File: src/siosel_pkg.sv
// Package: offsets, field positions, reset values and timing constants
// for the servo I/O signal select block.
// Assumes a 20 MHz system clock and a plain strobe register port.
package siosel_pkg;

    // Clock
    localparam int CLK_PERIOD_NS = 50;

    // Brake timing unit: one step of the brake timing settings
    localparam int BRAKE_STEP_NS = 2000000;
    localparam int BRAKE_STEP_CYC = BRAKE_STEP_NS / CLK_PERIOD_NS;

    // Register port geometry
    localparam int ADDR_W = 8;
    localparam int DATA_W = 16;

    // Register byte offsets
    localparam logic [7:0] OFS_MODE = 8'h00;
    localparam logic [7:0] OFS_TRQ_SEL = 8'h04;
    localparam logic [7:0] OFS_GAIN = 8'h08;
    localparam logic [7:0] OFS_REVERSE = 8'h0C;
    localparam logic [7:0] OFS_TLIM_SEL = 8'h10;
    localparam logic [7:0] OFS_BRK_STALL = 8'h14;
    localparam logic [7:0] OFS_BRK_MOTION = 8'h18;
    localparam logic [7:0] OFS_STATUS = 8'h1C;
    localparam logic [7:0] OFS_TRQ_CMD = 8'h20;
    localparam logic [7:0] OFS_CCW_LIM = 8'h24;

    // Field widths
    localparam int MODE_W = 4;
    localparam int SEL_W = 4;
    localparam int GAIN_W = 8;
    localparam int BRK_W = 8;
    localparam int SAMPLE_W = 16;

    // Gain is fixed point with this many fraction bits
    localparam int GAIN_FRAC = 4;

    // Reset values
    localparam logic [3:0] RST_MODE = 4'h0;
    localparam logic [3:0] RST_TRQ_SEL = 4'h0;
    localparam logic [7:0] RST_GAIN = 8'h10;
    localparam logic RST_REVERSE = 1'b0;
    localparam logic [3:0] RST_TLIM_SEL = 4'h0;
    localparam logic [7:0] RST_BRK_STALL = 8'h00;
    localparam logic [7:0] RST_BRK_MOTION = 8'h00;

    // Status register bit positions
    localparam int ST_TRQ_PATH = 0;
    localparam int ST_TRQ_VALID = 1;
    localparam int ST_CCW_VALID = 2;
    localparam int ST_BRAKE_REL = 3;
    localparam int ST_READY = 4;
    localparam int ST_BRK_BUSY = 5;

    // Control mode codes
    typedef enum logic [3:0] {
        SIOSEL_MODE_POS = 4'h0,
        SIOSEL_MODE_VEL = 4'h1,
        SIOSEL_MODE_TRQ = 4'h2,
        SIOSEL_MODE_POS_VEL = 4'h3,
        SIOSEL_MODE_POS_TRQ = 4'h4,
        SIOSEL_MODE_VEL_TRQ = 4'h5
    } siosel_mode_t;

endpackage

File: src/siosel_brk_if.sv
// Interface: start/abort/busy handshake between the signal select core
// and its brake hold timer.
// Assumes both ends share sys_clk.
`timescale 1ns/10ps
interface siosel_brk_if;
    logic start;
    logic abort;
    logic [7:0] load_val;
    logic busy;

    modport ctrl (
        output start,
        output abort,
        output load_val,
        input busy
    );

    modport timer (
        input start,
        input abort,
        input load_val,
        output busy
    );
endinterface

File: src/siosel_brake_timer.sv
// Brake hold timer: counts load_val steps of STEP_CYC clock cycles.
// Assumes start is a one-cycle pulse from the core; abort is a level held while the drive is enabled.
`timescale 1ns/10ps
module siosel_brake_timer #(
    parameter int STEP_CYC = siosel_pkg::BRAKE_STEP_CYC
) (
    // Clock and reset
    input wire logic sys_clk,
    input wire logic rst_n,
    // Core side
    siosel_brk_if.timer brk
);
    localparam int PW = $clog2(STEP_CYC + 1);
    localparam logic [PW-1:0] PRE_TOP = PW'(STEP_CYC - 1);

    logic [PW-1:0] pre_ff;
    logic [PW-1:0] nxt_pre;
    logic [7:0] steps_ff;
    logic [7:0] nxt_steps;

    wire step_end = (pre_ff == '0);
    wire running = (steps_ff != 8'h00);

    // Abort wins, so a servo-on during the hold always keeps the brake free
    assign nxt_steps = brk.abort ? 8'h00 :
                       brk.start ? brk.load_val :
                       (running && step_end) ? steps_ff - 8'h01 : steps_ff;
    assign nxt_pre = (brk.abort || brk.start || step_end) ? PRE_TOP :
                     pre_ff - PW'(1);
    assign brk.busy = running;

    always_ff @(posedge sys_clk) begin
        if (!rst_n) begin
            pre_ff <= PRE_TOP;
            steps_ff <= 8'h00;
        end else begin
            pre_ff <= nxt_pre;
            steps_ff <= nxt_steps;
        end
    end
endmodule

File: src/siosel_top.sv
// Servo I/O signal select: mode-dependent routing of the analog torque
// command input, brake release output and servo-ready output.
// Assumes inputs synchronous to sys_clk and a one-cycle strobe register
// port whose read data stands in the cycle after the read strobe.
//
// Summary of operation
// - With torque command selection at zero the analog input is not used as the torque command.
// - In torque mode, and in position/torque mode with mode_switch_in high, the input is the torque command, scaled by the gain and inverted on request.
// - In velocity/torque mode with mode_switch_in high the input is the torque command with the same gain and polarity, and no offset or filter.
// - The counter-clockwise torque limit is disregarded while the torque limit selection is not zero.
// - In other modes the input becomes a counter-clockwise torque limit driven by positive values.
// - The analog input is taken as a signed 16-bit sample.
// - Brake release is asserted when the brake is to be freed, with hold times set separately for stall and motion.
// - Servo-ready is asserted only with control and main power present and no alarm.
`timescale 1ns/10ps
module siosel_top #(
    parameter int BRAKE_STEP_CYC = siosel_pkg::BRAKE_STEP_CYC
) (
    // Clock and reset
    input wire logic sys_clk,
    input wire logic rst_n,
    // Register port
    input wire logic [siosel_pkg::ADDR_W-1:0] reg_addr,
    input wire logic [siosel_pkg::DATA_W-1:0] reg_wdata,
    input wire logic reg_wr,
    input wire logic reg_rd,
    output logic [siosel_pkg::DATA_W-1:0] reg_rdata,
    // Analog command sample and mode switch
    input wire logic [siosel_pkg::SAMPLE_W-1:0] analog_torque_cmd_in,
    input wire logic mode_switch_in,
    // Drive state
    input wire logic ctrl_power_in,
    input wire logic main_power_in,
    input wire logic alarm_in,
    input wire logic servo_on_in,
    input wire logic motor_moving_in,
    // Routed command and limit
    output logic [siosel_pkg::SAMPLE_W-1:0] torque_cmd_out,
    output logic torque_cmd_valid_out,
    output logic [siosel_pkg::SAMPLE_W-1:0] ccw_torque_limit_in,
    output logic ccw_limit_valid_out,
    // Status outputs
    output logic brake_release_out,
    output logic servo_ready_out
);
    localparam logic signed [15:0] S16_MAX = 16'sh7FFF;
    localparam logic signed [15:0] S16_MIN = -16'sh8000;

    // Saturate a wide signed value into 16 bits
    function automatic logic signed [15:0] sat16(
        input logic signed [24:0] v
    );
        logic signed [15:0] r;
        r = v[15:0];
        if (v > 25'(S16_MAX)) begin
            r = S16_MAX;
        end else if (v < 25'(S16_MIN)) begin
            r = S16_MIN;
        end
        return r;
    endfunction

    // Settings registers
    logic [3:0] control_mode_param_ff;
    logic [3:0] torque_cmd_select_param_ff;
    logic [7:0] torque_input_gain_param_ff;
    logic torque_input_reverse_param_ff;
    logic [3:0] torque_limit_select_param_ff;
    logic [7:0] brake_timing_stall_param_ff;
    logic [7:0] brake_timing_motion_param_ff;

    // Datapath and status state
    logic signed [15:0] sample_ff;
    logic [15:0] trq_out_ff;
    logic trq_valid_ff;
    logic [15:0] ccw_out_ff;
    logic ccw_valid_ff;
    logic release_ff;
    logic ready_ff;
    logic servo_en_ff;
    logic [15:0] rdata_ff;

    siosel_brk_if brk();

    siosel_brake_timer #(
        .STEP_CYC(BRAKE_STEP_CYC)
    ) u_brake_timer (
        .sys_clk(sys_clk),
        .rst_n(rst_n),
        .brk(brk.timer)
    );

    // Register write decode
    wire wr_mode = reg_wr && (reg_addr == siosel_pkg::OFS_MODE);
    wire wr_sel = reg_wr && (reg_addr == siosel_pkg::OFS_TRQ_SEL);
    wire wr_gain = reg_wr && (reg_addr == siosel_pkg::OFS_GAIN);
    wire wr_rev = reg_wr && (reg_addr == siosel_pkg::OFS_REVERSE);
    wire wr_tlim = reg_wr && (reg_addr == siosel_pkg::OFS_TLIM_SEL);
    wire wr_bstall = reg_wr && (reg_addr == siosel_pkg::OFS_BRK_STALL);
    wire wr_bmotion = reg_wr && (reg_addr == siosel_pkg::OFS_BRK_MOTION);

    // Mode decode: the switched modes hand the input to the torque
    // path only while their second (torque) mode is selected
    wire mode_trq = (control_mode_param_ff == 4'(siosel_pkg::SIOSEL_MODE_TRQ));
    wire mode_pos_trq =
        (control_mode_param_ff == 4'(siosel_pkg::SIOSEL_MODE_POS_TRQ));
    wire mode_vel_trq =
        (control_mode_param_ff == 4'(siosel_pkg::SIOSEL_MODE_VEL_TRQ));
    wire torque_path = mode_trq || ((mode_pos_trq || mode_vel_trq) &&
                                    mode_switch_in);
    wire ccw_path = !torque_path;

    // Torque command: gain, then optional reversal, both saturating
    wire signed [24:0] product =
        sample_ff * $signed({1'b0, torque_input_gain_param_ff});
    wire signed [24:0] scaled_wide = product >>> siosel_pkg::GAIN_FRAC;
    wire signed [15:0] scaled = sat16(scaled_wide);
    wire signed [15:0] negated = sat16(-25'(scaled));
    wire signed [15:0] polar =
        torque_input_reverse_param_ff ? negated : scaled;
    // Selection zero drops the input completely
    wire sel_on = (torque_cmd_select_param_ff != 4'h0);
    wire trq_valid = torque_path && sel_on;
    wire [15:0] nxt_trq_out = trq_valid ? 16'(polar) : 16'h0000;

    // CCW limit: only positive values limit; a set selection disables it
    wire ccw_valid =
        ccw_path && (torque_limit_select_param_ff == 4'h0);
    wire sample_pos = !sample_ff[15] && (sample_ff != 16'sh0000);
    wire [15:0] nxt_ccw_out =
        (ccw_valid && sample_pos) ? 16'(sample_ff) : 16'h0000;

    // Servo ready
    wire nxt_ready = ctrl_power_in && main_power_in && !alarm_in;

    // Brake: free while the drive is enabled; on disable hold release
    // for the stall or motion time, chosen from the state at that moment
    wire servo_en = servo_on_in && nxt_ready;
    wire servo_fall = servo_en_ff && !servo_en;
    wire [7:0] hold_val = motor_moving_in ? brake_timing_motion_param_ff :
                          brake_timing_stall_param_ff;
    wire nxt_release = servo_en ? 1'b1 :
                       servo_fall ? (hold_val != 8'h00) :
                       (release_ff && brk.busy);
    assign brk.start = servo_fall;
    assign brk.abort = servo_en;
    assign brk.load_val = hold_val;

    // Read mux
    wire [15:0] status_word = {
        10'h000,
        brk.busy,
        ready_ff,
        release_ff,
        ccw_valid_ff,
        trq_valid_ff,
        torque_path
    };
    wire [15:0] nxt_rdata =
        !reg_rd ? 16'h0000 :
        (reg_addr == siosel_pkg::OFS_MODE) ? {12'h000, control_mode_param_ff} :
        (reg_addr == siosel_pkg::OFS_TRQ_SEL) ?
            {12'h000, torque_cmd_select_param_ff} :
        (reg_addr == siosel_pkg::OFS_GAIN) ?
            {8'h00, torque_input_gain_param_ff} :
        (reg_addr == siosel_pkg::OFS_REVERSE) ?
            {15'h0000, torque_input_reverse_param_ff} :
        (reg_addr == siosel_pkg::OFS_TLIM_SEL) ?
            {12'h000, torque_limit_select_param_ff} :
        (reg_addr == siosel_pkg::OFS_BRK_STALL) ?
            {8'h00, brake_timing_stall_param_ff} :
        (reg_addr == siosel_pkg::OFS_BRK_MOTION) ?
            {8'h00, brake_timing_motion_param_ff} :
        (reg_addr == siosel_pkg::OFS_STATUS) ? status_word :
        (reg_addr == siosel_pkg::OFS_TRQ_CMD) ? trq_out_ff :
        (reg_addr == siosel_pkg::OFS_CCW_LIM) ? ccw_out_ff :
        16'h0000;

    // Settings
    always_ff @(posedge sys_clk) begin
        if (!rst_n) begin
            control_mode_param_ff <= siosel_pkg::RST_MODE;
            torque_cmd_select_param_ff <= siosel_pkg::RST_TRQ_SEL;
            torque_input_gain_param_ff <= siosel_pkg::RST_GAIN;
            torque_input_reverse_param_ff <= siosel_pkg::RST_REVERSE;
        end else begin
            if (wr_mode) control_mode_param_ff <= reg_wdata[3:0];
            if (wr_sel) torque_cmd_select_param_ff <= reg_wdata[3:0];
            if (wr_gain) torque_input_gain_param_ff <= reg_wdata[7:0];
            if (wr_rev) torque_input_reverse_param_ff <= reg_wdata[0];
        end
    end

    always_ff @(posedge sys_clk) begin
        if (!rst_n) begin
            torque_limit_select_param_ff <= siosel_pkg::RST_TLIM_SEL;
            brake_timing_stall_param_ff <= siosel_pkg::RST_BRK_STALL;
            brake_timing_motion_param_ff <= siosel_pkg::RST_BRK_MOTION;
        end else begin
            if (wr_tlim) torque_limit_select_param_ff <= reg_wdata[3:0];
            if (wr_bstall) brake_timing_stall_param_ff <= reg_wdata[7:0];
            if (wr_bmotion) brake_timing_motion_param_ff <= reg_wdata[7:0];
        end
    end

    // Sample capture and routed outputs
    always_ff @(posedge sys_clk) begin
        if (!rst_n) begin
            sample_ff <= 16'sh0000;
            trq_out_ff <= 16'h0000;
            trq_valid_ff <= 1'b0;
            ccw_out_ff <= 16'h0000;
            ccw_valid_ff <= 1'b0;
        end else begin
            sample_ff <= $signed(analog_torque_cmd_in);
            trq_out_ff <= nxt_trq_out;
            trq_valid_ff <= trq_valid;
            ccw_out_ff <= nxt_ccw_out;
            ccw_valid_ff <= ccw_valid;
        end
    end

    // Status and read data
    always_ff @(posedge sys_clk) begin
        if (!rst_n) begin
            release_ff <= 1'b0;
            ready_ff <= 1'b0;
            servo_en_ff <= 1'b0;
            rdata_ff <= 16'h0000;
        end else begin
            release_ff <= nxt_release;
            ready_ff <= nxt_ready;
            servo_en_ff <= servo_en;
            rdata_ff <= nxt_rdata;
        end
    end

    assign torque_cmd_out = trq_out_ff;
    assign torque_cmd_valid_out = trq_valid_ff;
    assign ccw_torque_limit_in = ccw_out_ff;
    assign ccw_limit_valid_out = ccw_valid_ff;
    assign brake_release_out = release_ff;
    assign servo_ready_out = ready_ff;
    assign reg_rdata = rdata_ff;
endmodule

File: config.mk
export PLATFORM = sky130hd
export DESIGN_NAME = siosel_top
export DESIGN_NICKNAME = d
export VERILOG_FILES = /design/src/siosel_pkg.sv /design/src/siosel_brk_if.sv /design/src/siosel_brake_timer.sv /design/src/siosel_top.sv
export SDC_FILE = /design/constraint.sdc
export NUM_CORES = 1
export LEC_CHECK = 0
export BUFFER_PORTS_ARGS = -buffer_cell sky130_fd_sc_hd__buf_2
export CORE_ASPECT_RATIO = 2
export CORE_UTILIZATION = 54
export CTS_CLUSTER_SIZE = 40
export DETAILED_ROUTE_END_ITERATION = 10
export PLACE_DENSITY = 0.84
export SYNTH_ARGS = -nofsm -noshare
export SYNTH_HDL_FRONTEND = slang
export SYNTH_SLANG_ARGS = --single-unit
File: constraint.sdc
create_clock -name sys_clk -period 10.9 [get_ports sys_clk]
set_clock_uncertainty 0.05 [all_clocks]
set_input_delay 1.635 -clock sys_clk [delete_from_list [all_inputs] [get_ports sys_clk]]
set_output_delay 1.635 -clock sys_clk [all_outputs]
set_load 0.005 [all_outputs]
# == After elaboration in Yosys (flattened, before gate mapping) ==
# Index checks and enable logic that the tools add are counted.
# op_classes
n_reduce_logical,41
addsub,3
shift,0
bitwise,2
multipliers,1
n_mux,20
div_mod_pow,0
n_eq_ne,12
order_cmp,4
# ops
operator,count
two-way mux 16 bit,7
two-way mux 8 bit,9
"equality test 8 x 5 -> 1 bit, second input constant",4
"greater-than comparator 25 x 16 -> 1 bit, second input constant",1
"< comparator 25 x 16 -> 1 bit, second input constant",1
multiplier 16 x 9 -> 25 bit,1
negation 16 -> 25 bit,1
"greater-than comparator 21 x 16 -> 1 bit, second input constant",1
"< comparator 21 x 16 -> 1 bit, second input constant",1
logical AND 1 bit,18
"equality test 8 x 4 -> 1 bit, second input constant",2
"equality test 8 x 6 -> 1 bit, second input constant",2
zero test 16 bit,1
nonzero test 16 bit,1
nonzero test 8 bit,2
"subtractor 16 x 1 -> 16 bit, second input constant",1
OR reduction 10 bit,1
"equality test 4 x 3 -> 1 bit, second input constant",2
"equality test 8 x 3 -> 1 bit, second input constant",1
zero test 8 bit,1
two-way mux 4 bit,2
"subtractor 8 x 1 -> 8 bit, second input constant",1
AND reduction 2 bit,3
"equality test 4 x 2 -> 1 bit, second input constant",1
9 further kinds,18
# totals
mem_bits_rw,0
memories,0
mem_bits_ro,0
out_inout_bits,52
latch_bits,0
elab_cells,103
input_bits,50
ff_bits,130

# == Logic depth before layout (Yosys ltp) ==
# logic_depth
ltp_word,12
depth_mapped,32
depth_no_buf,30

# == Cells and area by module ==
# From an unflattened synthesis, not the netlist that was laid out.
# unflattened
cells_unflattened,1341
area_unflattened_um2,10990.5
# by_module_without_submodules
mod,n_inst,area_each_um2,cells_per_inst
siosel_top,1,9763.1,1195
siosel_brake_timer,1,1227.4,146

# == Least setup slack after synthesis ==
# No wires, ideal clock.
# synth_timing
kind,reg-to-reg
from,reg torque_input_gain_param_ff[2]
to,reg trq_out_ff[11] (netlist: torque_cmd_out[11])
arrival_time_ps,7719
stages_incl_launch_ff,31
path_buffers,2
setup_slack_ps,3044
setup_ps,86
path_cell_list,dfxtp_1 -> clkbuf_1 -> clkbuf_1 -> nand2_1 -> fa_1 -> inv_1 -> fa_1 -> fa_1 -> inv_1 -> fa_1 -> inv_1 -> ha_1 -> nand2_1 -> a211oi_2 -> o21ai_2 -> o31ai_2 -> o221a_2 -> xor2_2 -> o31a_1 -> nor2_1 -> nor2_1 -> ha_1 -> inv_1 -> or4_1 -> nor3_2 -> o21ai_1 -> nor3_1 -> nand4_1 -> a211oi_4 -> o21ai_1 -> a221oi_2
# synth_between
elab_chain_cells,9
elab_cells_between_ends,11
# synth_rtl
element,line,text
from (decl),siosel_top.sv:66,logic [7:0] torque_input_gain_param_ff;
from (signal assigned),siosel_top.sv:184,torque_input_gain_param_ff <= siosel_pkg::RST_GAIN;
from (signal assigned),siosel_top.sv:189,if (wr_gain) torque_input_gain_param_ff <= reg_wdata[7:0];
multiplier 16 x 9 -> 25 bit *,siosel_top.sv:115,"sample_ff * $signed({1'b0, torque_input_gain_param_ff});"
< comparator 21 x 16 -> 1 bit,siosel_top.sv:57,end else if (v < 25'(S16_MIN)) begin
two-way mux 16 bit,siosel_top.sv:57,
two-way mux 16 bit *,siosel_top.sv:55,if (v > 25'(S16_MAX)) begin
negation 16 -> 25 bit,siosel_top.sv:118,wire signed [15:0] negated = sat16(-25'(scaled));
< comparator 25 x 16 -> 1 bit,siosel_top.sv:57,
two-way mux 16 bit,siosel_top.sv:57,
two-way mux 16 bit,siosel_top.sv:55,
two-way mux 16 bit *,siosel_top.sv:120,torque_input_reverse_param_ff ? negated : scaled;
to (signal assigned),siosel_top.sv:216,trq_out_ff <= nxt_trq_out;
to (decl),siosel_top.sv:74,logic [15:0] trq_out_ff;
# Every way passes the cells marked *; elsewhere a longest branch is shown, timed or not.
# A chain may end at the register's enable or synchronous reset.

# == Worst setup path after layout ==
# layout_timing
from,reg torque_input_gain_param_ff[0]
to,reg trq_out_ff[9] (netlist: torque_cmd_out[9])
# The elaborated chain is that of the path after synthesis.

==> out/metrics.csv <==
metric,value,unit
outcome,"finished, final reports clean",
vias,9611,
grt_pass1_vias,10200,
fin_crit,9.52,ns
crit_type,flip-flop to flip-flop,
maxSlewViolCount,0,
holdPathEnd,u_brake_timer.pre_ff[0],
worstHoldStart,u_brake_timer.pre_ff[0],
fin_nets,1538,
place_congestion,0.960,
track_usage,33.8,%
grt_pass1_wl,51500,um
yosysTopAreaCell,dfxtp_1,
crit_path_start_kind,flip-flop,
cts_buffer_depth,2,
post-place-ws,1.48,ns
overflow,0,
dpl.hpwl,24300,um
area_growth,11.1,%
hold_depth,1,
drc,0,
worstHoldPathType,flip-flop to flip-flop,
rsz0062_at_grt,no,
cts.clk_slew.worst_paths,0.06,ns
syn_inst,1275,
setup_ws,1.38,ns
die-area,0.0207,mm2
r2r-end,torque_cmd_out[9],
initial_core_util,54.9,%
detail-route-antenna-nets,0,
multiInputGateArea,0.00741,mm2
place_area,0.0114,mm2
synthDistinctLibCells,78,
clk_latency,0.42,ns
cts_buffers,17,
ys.flop_type,dfxtp_1,
htree_levels,4,
final_core_util,61.0,%
synth.area.top_cells,"dfxtp_1, fa_1, ha_1",
syn_area_per_cell,8.50,um2
cts_hold_buf,0,
placementRows,73,
cts_resized,0,
hold_ws,0.355,ns
drtIter0Drc,617,
regToRegStartpoint,torque_input_gain_param_ff[0],
synth_area,0.0108,mm2
synth_enable_flop_cells,0,
required,11.18,ns
layout-drive-gt1-share,11.9,%
fp.coreArea,0.0197,mm2
insertedDiodeCount,0,
regArea,0.00260,mm2
timing.final.crit_share,87.3,%
critical_path_depth,27,
cts_setup_buffers,0,
io_pins,102,
antenna_found_initial,2,
synthMostInstantiatedCell,inv_1,
yosysWarnings,0,
power.density,99.1,mW/mm2
crit_family,adder cells,
crit_arrival,9.80,ns
grt_start_max_net_pins,61,
dr.pass1.iters,6,
cts_tree,built,
synth_seq_cells,130,
worst_pin_slew,1.17,ns
nFillCells,1712,
final_area,0.0120,mm2
leakage,5.53,nW
die_w,102,um
syn-num-nets,1479,
reg2reg_depth,27,
rrSetupSlack,1.38,ns
worstSetupEndpointType,flip-flop,
portBuffers,93,
cts_root_buf,clkbuf_16,
path_buf_inv,4,
post_drt_wl_per_cell,20.1,um
ir_worst_vdd,0.117,mV
vias_per_cell,5.98,
slew_headroom,20.9,%
tns,0,ns
slowest_stage,dfxtp_1,
drt-total-wl,32300,um
setup_viol,0,
die_y,202,um
synth_top_area_share,24.0,%
fmax,105,MHz
synthTopCellsByCount,"inv_1, nand2_1, dfxtp_1",
postSynth.asyncResetShare,0,%
hold_viol,0,
cp_max_fo,17,
critPathMaxStageDelay,0.85,ns
seq_area_frac_synth,24.0,%
cap_viol_max_count,0,
cts_sinks,130,
==> worst register-to-register path, delay by kind of cell (launching register included) <==
| family | cells | cell delay [ns] |
|---|---|---|
| xor+xnor | 1 | 0.66 |
| simple gates | 8 | 2.01 |
| compound gates | 8 | 2.22 |
| buf+inv | 4 | 0.49 |
| fa+ha+maj | 6 | 3.14 |
| flops | 1 | 0.85 |
==> area by class of cell <==
cell class                 count  area share [%]
clock buffer                  20            3.88
sequential                   130            21.6
inverter                     162            5.05
clock inverter                11            1.07
tap                          262            2.72
timing repair buffer          97            4.11
multi-input combinational    926            61.6
==> layout by cell type, fill, tap and decap left out, types with 20 or more instances in the layout <==
master    netlist  routed
and3_1         20      20
nor2b_1        24      24
xnor2_1        26      26
a21oi_1        49      49
nand3_1        32      32
inv_1         161     161
mux2i_1        26      26
a21boi_0       20      20
o21ai_0        31      31
and2_1         92      92
ha_1           52      52
fa_1          102     102
nand2_1       158     158
dfxtp_1       130     130
buf_2           3      93
nor2_1         69      69
==> through the flow <==
stage	total power, mW	cells
after global routing	1.24	1608
final	1.19	1608
after detailed placement	0.634	1577
after floorplan	0.589	1275
after CTS	1.19	1608
after global placement	0.631	1577
==> where the power goes <==
group          switching [mW]  internal (mW)  leakage [nW]  total (mW)
sequential             0.0147          0.483          1.06       0.498
clock                   0.211          0.354         0.277       0.565
combinational          0.0821         0.0483          4.19       0.130
==> routing by layer <==
| layer | vias up | share of wire, % | GRT usage, % |
|---|---|---|---|
| met1 | 4612 | 30 | 28.6 |
| met2 | 461 | 51 | 58.5 |
| li1 | 4331 | - | - |
| met3 | 205 | 7.0 | 10.6 |
| met4 | 2 | 11 | 33.9 |
| met5 | - | 0.053 | 0.769 |
==> worst max path at each step <==
stage / slack [ns] / from / end
after floorplan: 3.04 / torque_input_gain_param_ff[2] / torque_cmd_out[11]
after global placement: 1.66 / torque_input_gain_param_ff[0] / torque_cmd_out[11]
after detailed placement: 1.48 / torque_input_gain_param_ff[0] / torque_cmd_out[9]
after CTS: 1.46 / torque_input_gain_param_ff[0] / torque_cmd_out[9]
after global routing: 0.73 / torque_input_gain_param_ff[2] / torque_cmd_out[10]
final: 1.38 / torque_input_gain_param_ff[0] / torque_cmd_out[9]
==> logic make-up after synthesis <==
group,count (synthesis),share of synthesized area (%)
simple gates,479,22.4
mux,29,2.82
buf+inv,219,7.62
fa+ha+maj,154,24.8
compound gates,216,14.2
xor+xnor,47,4.01
flops,130,24.0
other cells,1,0.0346
==> sequential cells by signal, indices dropped and copies added, names as in the netlist, 4 cells and up <==
register,cells
brake_timing_motion_param_ff,8
torque_limit_select_param_ff,4
control_mode_param_ff,4
brake_timing_stall_param_ff,8
sample_ff,16
torque_cmd_select_param_ff,4
torque_cmd_out,16
u_brake_timer.steps_ff,8
reg_rdata,16
torque_input_gain_param_ff,8
ccw_torque_limit_in,16
u_brake_timer.pre_ff,16
Note: power is estimated with default switching activity, not from simulation.
